### config.mk
export PLATFORM = sky130hd
export DESIGN_NAME = adcr_host_flat
export DESIGN_NICKNAME = d
export VERILOG_FILES = /design/src/pkg/adcr_pkg.sv /design/src/pkg/adcr_link_if.sv /design/src/rtl/adcr_host.sv /design/src/flat_wrapper.sv
export SDC_FILE = /design/constraint.sdc
export NUM_CORES = 1
export LEC_CHECK = 0
export BUFFER_PORTS_ARGS = -buffer_cell sky130_fd_sc_hd__buf_2
export CAP_MARGIN = 20
export CORE_MARGIN = 2
export CORE_UTILIZATION = 54
export DETAILED_ROUTE_END_ITERATION = 6
export PLACE_DENSITY = 0.73
export RECOVER_POWER = 100
export SKIP_CTS_REPAIR_TIMING = 1
export SLEW_MARGIN = 5
export SYNTH_ARGS = -nofsm -noshare
export SYNTH_HDL_FRONTEND = slang
export SYNTH_SLANG_ARGS = --single-unit
### constraint.sdc
create_clock -name clk -period 3.2 [get_ports clk]
set_input_delay 0.16 -clock clk [delete_from_list [all_inputs] [get_ports clk]]
set_output_delay 0.16 -clock clk [all_outputs]
set_load 0.01 [all_outputs]
### src/pkg/adcr_pkg.sv
/*
 * Shared constants and types for the daisy-chained converter readout:
 * word width, conversion time, host serial clock divider.
 * Assumes a 125 MHz system clock on both ends.
 */
package adcr_pkg;
	localparam int unsigned CLK_PERIOD_NS  = 8;
	localparam int unsigned WORD_BITS      = 16;
	// conversion time in ns, and its cycle count rounded up
	localparam int unsigned CONV_TIME_NS   = 400;
	localparam int unsigned CONV_CYCLES    = (CONV_TIME_NS + CLK_PERIOD_NS - 1) / CLK_PERIOD_NS;
	// host serial clock half period in system cycles
	localparam int unsigned SCK_HALF       = 8;
	localparam logic [15:0] RESULT_RESET   = 16'h0000;
	localparam int unsigned SYNC_STAGES    = 2;

	typedef enum logic [1:0] {
		DEV_IDLE,
		DEV_CONVERT,
		DEV_READ
	} adcr_dev_state_t;

	typedef enum logic [2:0] {
		HST_IDLE,
		HST_CONVERT,
		HST_WAIT_BUSY,
		HST_SHIFT_LO,
		HST_SHIFT_HI,
		HST_DONE
	} adcr_host_state_t;
endpackage

### src/pkg/adcr_link_if.sv
/*
 * Four-wire chain link between the host and the converter nearest it.
 * Assumes the host and the testbench resolve serialOut from its enable (pull-up if idle).
 */
interface adcr_link_if;
	logic convertStart;
	logic serialClk;
	logic fastMode;
	logic serialOut;
	logic serialOutEn;

	modport device (
		input  convertStart,
		input  serialClk,
		input  fastMode,
		output serialOut,
		output serialOutEn
	);
	modport host (
		output convertStart,
		output serialClk,
		output fastMode,
		input  serialOut,
		input  serialOutEn
	);
endinterface

### src/rtl/adcr_host.sv
/*
 * Host end of the chain: starts a conversion, optionally waits for busy,
 * clocks out 16*N (+1) bits, passes words through a two-entry buffer.
 * Assumes the user side drains words with valid/ready.
 */
module adcr_host #(
	parameter int unsigned WIDTH   = adcr_pkg::WORD_BITS,
	parameter int unsigned CHAIN_N = 2
) (
	input  wire logic             clk,
	input  wire logic             rst,
	adcr_link_if.host             link,
	input  wire logic             startReq,
	input  wire logic             useBusy,
	output logic                  startReady,
	output logic [WIDTH-1:0]      wordData,
	output logic                  wordValid,
	input  wire logic             wordReady
);
	adcr_pkg::adcr_host_state_t stateQ;
	logic [1:0]  sdoSyncQ;
	logic [15:0] cntQ, bitsQ;
	logic [WIDTH-1:0] accQ;
	logic [4:0]  bitInWordQ;
	logic        cnvQ, sckQ, busyQ, skipQ;
	logic [WIDTH-1:0] bufQ [2];
	logic        wPtrQ, rPtrQ;
	logic [1:0]  countQ;

	localparam logic [15:0] TOTAL = 16'(WIDTH * CHAIN_N);
	wire serial_out      = sdoSyncQ[1];
	wire bufFull  = (countQ == 2'h2);
	wire pushW    = (stateQ == adcr_pkg::HST_SHIFT_HI) && (cntQ == 16'(adcr_pkg::SCK_HALF - 1))
			&& !skipQ && (bitInWordQ == 5'(WIDTH - 1));
	wire popW     = wordValid & wordReady;
	wire halfDone = (cntQ == 16'(adcr_pkg::SCK_HALF - 1));

	always_ff @(posedge clk or posedge rst) begin
		if (rst) sdoSyncQ <= 2'h0;
		else     sdoSyncQ <= {sdoSyncQ[0], link.serialOutEn ? link.serialOut : 1'b1};
	end

	always_ff @(posedge clk or posedge rst) begin
		if (rst) begin
			stateQ <= adcr_pkg::HST_IDLE;
			cntQ <= 16'h0000; bitsQ <= 16'h0000; bitInWordQ <= 5'h00;
			accQ <= '0; cnvQ <= 1'h0; sckQ <= 1'h0; busyQ <= 1'h0; skipQ <= 1'h0;
		end else begin
			cntQ <= halfDone ? 16'h0000 : cntQ + 16'h0001;
			case (stateQ)
				adcr_pkg::HST_IDLE: begin
					cntQ <= 16'h0000;
					if (startReq) begin
						// clock level at start selects busy mode
						sckQ   <= useBusy;
						busyQ  <= useBusy;
						stateQ <= adcr_pkg::HST_CONVERT;
					end
				end
				adcr_pkg::HST_CONVERT: begin
					cnvQ <= 1'h1;
					if (halfDone) begin
						sckQ   <= 1'h0;
						stateQ <= adcr_pkg::HST_WAIT_BUSY;
					end
				end
				adcr_pkg::HST_WAIT_BUSY: begin
					cntQ <= 16'h0000;
					// fixed wait without busy; rising output with it
					if (busyQ ? serial_out : (bitsQ == 16'(adcr_pkg::CONV_CYCLES * 2))) begin
						bitsQ  <= 16'h0000;
						// high first, so every sample coincides with a falling edge
						sckQ   <= 1'h1;
						skipQ  <= busyQ;
						stateQ <= adcr_pkg::HST_SHIFT_HI;
					end else begin
						bitsQ <= bitsQ + 16'h0001;
					end
				end
				adcr_pkg::HST_SHIFT_HI: begin
					if (halfDone && !bufFull) begin
						sckQ   <= 1'h0;
						stateQ <= adcr_pkg::HST_SHIFT_LO;
						if (!skipQ) begin
							accQ       <= {accQ[WIDTH-2:0], serial_out};
							bitInWordQ <= (bitInWordQ == 5'(WIDTH - 1)) ? 5'h00 : bitInWordQ + 5'h01;
							bitsQ      <= bitsQ + 16'h0001;
						end
						skipQ <= 1'h0;
					end else if (halfDone) begin
						cntQ <= cntQ;
					end
				end
				adcr_pkg::HST_SHIFT_LO: begin
					if (halfDone) begin
						if (bitsQ == TOTAL) begin
							stateQ <= adcr_pkg::HST_DONE;
						end else begin
							sckQ   <= 1'h1;
							stateQ <= adcr_pkg::HST_SHIFT_HI;
						end
					end
				end
				adcr_pkg::HST_DONE: begin
					cnvQ <= 1'h0;
					bitsQ <= 16'h0000;
					stateQ <= adcr_pkg::HST_IDLE;
				end
				default: stateQ <= adcr_pkg::HST_IDLE;
			endcase
		end
	end

	// two-entry buffer; full stalls the serial clock so no word is lost
	wire [WIDTH-1:0] pushData = {accQ[WIDTH-2:0], serial_out};
	always_ff @(posedge clk or posedge rst) begin
		if (rst) begin
			bufQ[0] <= '0; bufQ[1] <= '0;
			wPtrQ <= 1'h0; rPtrQ <= 1'h0; countQ <= 2'h0;
		end else begin
			if (pushW && !bufFull) begin
				bufQ[wPtrQ] <= pushData;
				wPtrQ       <= ~wPtrQ;
			end
			if (popW) rPtrQ <= ~rPtrQ;
			countQ <= countQ + {1'b0, pushW && !bufFull} - {1'b0, popW};
		end
	end

	always_ff @(posedge clk or posedge rst) begin
		if (rst) begin
			wordData <= '0; wordValid <= 1'h0; startReady <= 1'h0;
		end else begin
			wordValid  <= (countQ != 2'h0) && !(popW && countQ == 2'h1);
			wordData   <= popW ? bufQ[~rPtrQ] : bufQ[rPtrQ];
			startReady <= (stateQ == adcr_pkg::HST_IDLE) && !startReq;
		end
	end

	assign link.convertStart = cnvQ;
	assign link.serialClk    = sckQ;
	assign link.fastMode     = 1'b0;
endmodule

### src/flat_wrapper.sv
// flat-port wrapper written by rule: the top's interface ports become plain ports
module adcr_host_flat 
#(
	parameter int unsigned WIDTH   = adcr_pkg::WORD_BITS,
	parameter int unsigned CHAIN_N = 2
)
  (clk, rst, startReq, useBusy, startReady, wordData, wordValid, wordReady, link_convertStart, link_serialClk, link_fastMode, link_serialOut, link_serialOutEn);
  adcr_link_if link_i ();
  input  wire logic clk;
  input  wire logic rst;
  input  wire logic startReq;
  input  wire logic useBusy;
  output logic startReady;
  output logic [WIDTH-1:0] wordData;
  output logic wordValid;
  input  wire logic wordReady;
  output wire logic [$bits(link_i.convertStart)-1:0] link_convertStart;
  output wire logic [$bits(link_i.serialClk)-1:0] link_serialClk;
  output wire logic [$bits(link_i.fastMode)-1:0] link_fastMode;
  input wire logic [$bits(link_i.serialOut)-1:0] link_serialOut;
  input wire logic [$bits(link_i.serialOutEn)-1:0] link_serialOutEn;
  assign link_convertStart = link_i.convertStart;
  assign link_serialClk = link_i.serialClk;
  assign link_fastMode = link_i.fastMode;
  assign link_i.serialOut = link_serialOut;
  assign link_i.serialOutEn = link_serialOutEn;
  adcr_host #(.WIDTH(WIDTH), .CHAIN_N(CHAIN_N)) u_core (.clk(clk), .rst(rst), .link(link_i), .startReq(startReq), .useBusy(useBusy), .startReady(startReady), .wordData(wordData), .wordValid(wordValid), .wordReady(wordReady));
endmodule
==> impl_metrics.ini <==
[status]
status = completed

[worst_setup_path]
end_kind = register
critPathLaunchType = register
worstPathMaxFanout = 10
worstPathCellList = ha_1 -> and4bb_2 -> nand4_2 -> or4_1 -> a211o_1 -> or3_1 -> a21oi_1
cp_slowest_cell = or4_1
critPathRequiredTime_ns = 3.64
cp_top_family = simple AND/OR/NAND/NOR gates
cp_num_buf_inv = 0
max_stage_delay_ns = 0.74
critical_path_arrival_ns = 3.33
crit_type = reg -> reg

[die]
core_um2 = 9109
rows = 35
fp.dieW_um = 100.3
initial_utilization_pct = 54.95
die_area_um2 = 10050
dieHeight_um = 100.3
io_pins = 28

[place]
place.gp.congestion = 0.8356
io_buffers = 26
dp.final_hpwl_um = 5966

[synth]
syn-mean-instance-area_um2 = 11.15
syn_nets = 461
syn_inst = 449
ys.flop_type = dfrtp_1
synth_enable_flop_cells = 0
ys.warnings.count = 0
yosysSeqAreaShare_pct = 57.50
synth.distinct_cells = 51
netlist_area_um2 = 5005
postSynth.asyncResetShare_pct = 100.0
synth-seq-cells = 115

[finish]
syn_to_final_growth_pct = 17.63
final_common_cell = dfrtp_1
layout-drive-gt1-share_pct = 18.74
diodes = 0
layout_common_cells = dfrtp_1 (115), nand2_1 (75), mux2_2 (48)
nNetsFinal = 506
final_util_pct = 64.63

[detailed_routing]
wl_per_cell_um = 16.04
antenna_left = 0
dr.pass1.iters = 5
post-route-drc-count = 0
drt_first_iter_violations = 161
wirelength_um = 9912
route.vias.total = 3457
via_per_inst = 5.594

[sta]
worst_pin_slew_ns = 1.485
timing_hold_violations_final = 0
fmax_mhz = 346.0
finalCritPeriodShare_pct = 90.33
worst_clock_skew_ns = 0.008002
maxSlewViolCount = 0
finalSetupTns_ns = 0
final-setup-viol-count = 0
fin_crit_ns = 2.890
grt_setup_unrepaired = no
slew_headroom_pct = 0.9846

[cts]
cts.clk_slew.worst_paths_ns = 0.06
cts_tree = yes
worstSkewPairLatency_ns = 0.51
root_buffer = clkbuf_8
numCtsBuffers = 17
clock-sinks = 115
h-tree-depth = 4
clockBufferDepth = 2

[grt]
antenna_found_initial = 0
gr-total-overflow = 0
track_usage_pct = 21.91
grt_pass1_wl_um = 16990
grt_max_degree = 116
grt_pass1_vias = 3538

[job]
cap_viol_max_count = 0

[hold_path]
hp-class = in -> reg

[power_and_ir_drop]
power.density_nw_per_um2 = 725.8
p_leak_nw = 2.799
ir_drop_v = 0.0004956
[cells in the mapped netlist, drive strengths merged (2+ instances only)]
cell type	count	area [um2]
clkbuf	10	37.54
nand4	5	37.53
a211oi	4	30.03
nor3	5	36.29
buf	3	23.77
a21oi	13	65.06
dfrtp	115	2878
nand2	75	281.5
and3	5	31.28
inv	11	41.29
o31ai	2	15.01
nand2b	5	31.28
nor4	5	37.53
a32o	2	20.02
nor2	34	127.6
ha	5	62.56
nand3	20	100.1
or3	5	31.28
o22ai	3	18.77
o21ai	20	100.1
xnor2	15	131.4
xor2	14	122.6
mux2	50	563.0
[sequential cells by signal, summed over array words and instances, names as in the netlist, 2 cells and up]
name,flops
u_core.stateQ,3
u_core.sdoSyncQ,2
u_core.countQ,2
u_core.bufQ,32
u_core.wordData,16
u_core.accQ,15
u_core.bitsQ,16
u_core.cntQ,16
u_core.bitInWordQ,5
[layer usage]
| metal | up-vias | track usage (%) | routed length, um |
|---|---|---|---|
| li1 | 1642 | - | - |
| met1 | 1738 | 28.12 | 4391 |
| met2 | 68 | 34.85 | 5058 |
| met3 | 9 | 5.850 | 375 |
| met4 | 0 | 10.33 | 86 |
| met5 | - | 0 | 0 |
[stage by stage]
step / worst slack (ns) / instances / hold WS (ns) / instance area (um2) / power (W)
3_5_place_dp: 0.4448 / 581 / 0.3424 / 5289 / 0.002374
2_1_floorplan: 0.5768 / 449 / 0.2397 / 5009 / 0.002188
3_3_place_gp: 0.5397 / 581 / 0.3247 / 5289 / 0.002351
6_report: 0.3096 / 618 / 0.002697 / 5887 / 0.004273
4_1_cts: 0.4349 / 613 / -0.1761 / 5899 / 0.004332
5_1_grt: 0.1341 / 618 / 0.002449 / 5887 / 0.004488
[report_power, final]
| part | internal (W) | total, W | leakage (nW) | switching (W) |
|---|---|---|---|---|
| registers | 0.00157 | 0.00171 | 1.56 | 0.000136 |
| clock network | 0.00121 | 0.00193 | 0.301 | 0.000719 |
| logic | 0.000256 | 0.000638 | 0.933 | 0.000382 |
[path summary, 6_finish.rpt]
check	startpoint	to	slack, ns	depth (start not counted)
setup / recovery	u_core.cntQ[0]$_DFFE_PP0P_	u_core.bitsQ[15]$_DFFE_PP0P_	0.31	7
hold / removal	wordReady	u_core.wordValid$_DFF_PP0_	0.003	3
setup reg to reg	u_core.cntQ[0]$_DFFE_PP0P_	u_core.bitsQ[15]$_DFFE_PP0P_	0.31	7
hold reg to reg	u_core.sdoSyncQ[0]$_DFF_PP0_	u_core.sdoSyncQ[1]$_DFF_PP0_	0.35	0
max in group asynchronous	rst	u_core.bitsQ[4]$_DFFE_PP0P_	1.53	4
min in group asynchronous	rst	u_core.wordValid$_DFF_PP0_	0.75	4
[cell families after synthesis]
| kind of cell | share of synthesized area, % |
|---|---|
| mux | 11.25 |
| other cells | 0.07493 |
| buf+inv | 2.125 |
| compound gates | 6.526 |
| xor+xnor | 5.075 |
| fa+ha+maj | 1.250 |
| simple gates | 16.20 |
| flops | 57.50 |
[layout make-up]
class	count	area (um2)
clock inverters	15	196.4
flip-flops and latches	115	2878
repair buffers	39	193.9
fillers	698	3222
inverters	12	48.80
multi-input cells	309	2017
well taps	111	138.9
clock buffers	17	414.1
[worst min-delay path: cells and delay by family]
family          cells  cell delay, ns
compound gates      1            0.12
buf+inv             1            0.10
simple gates        1            0.10
Power figures use the tool's default switching activity.
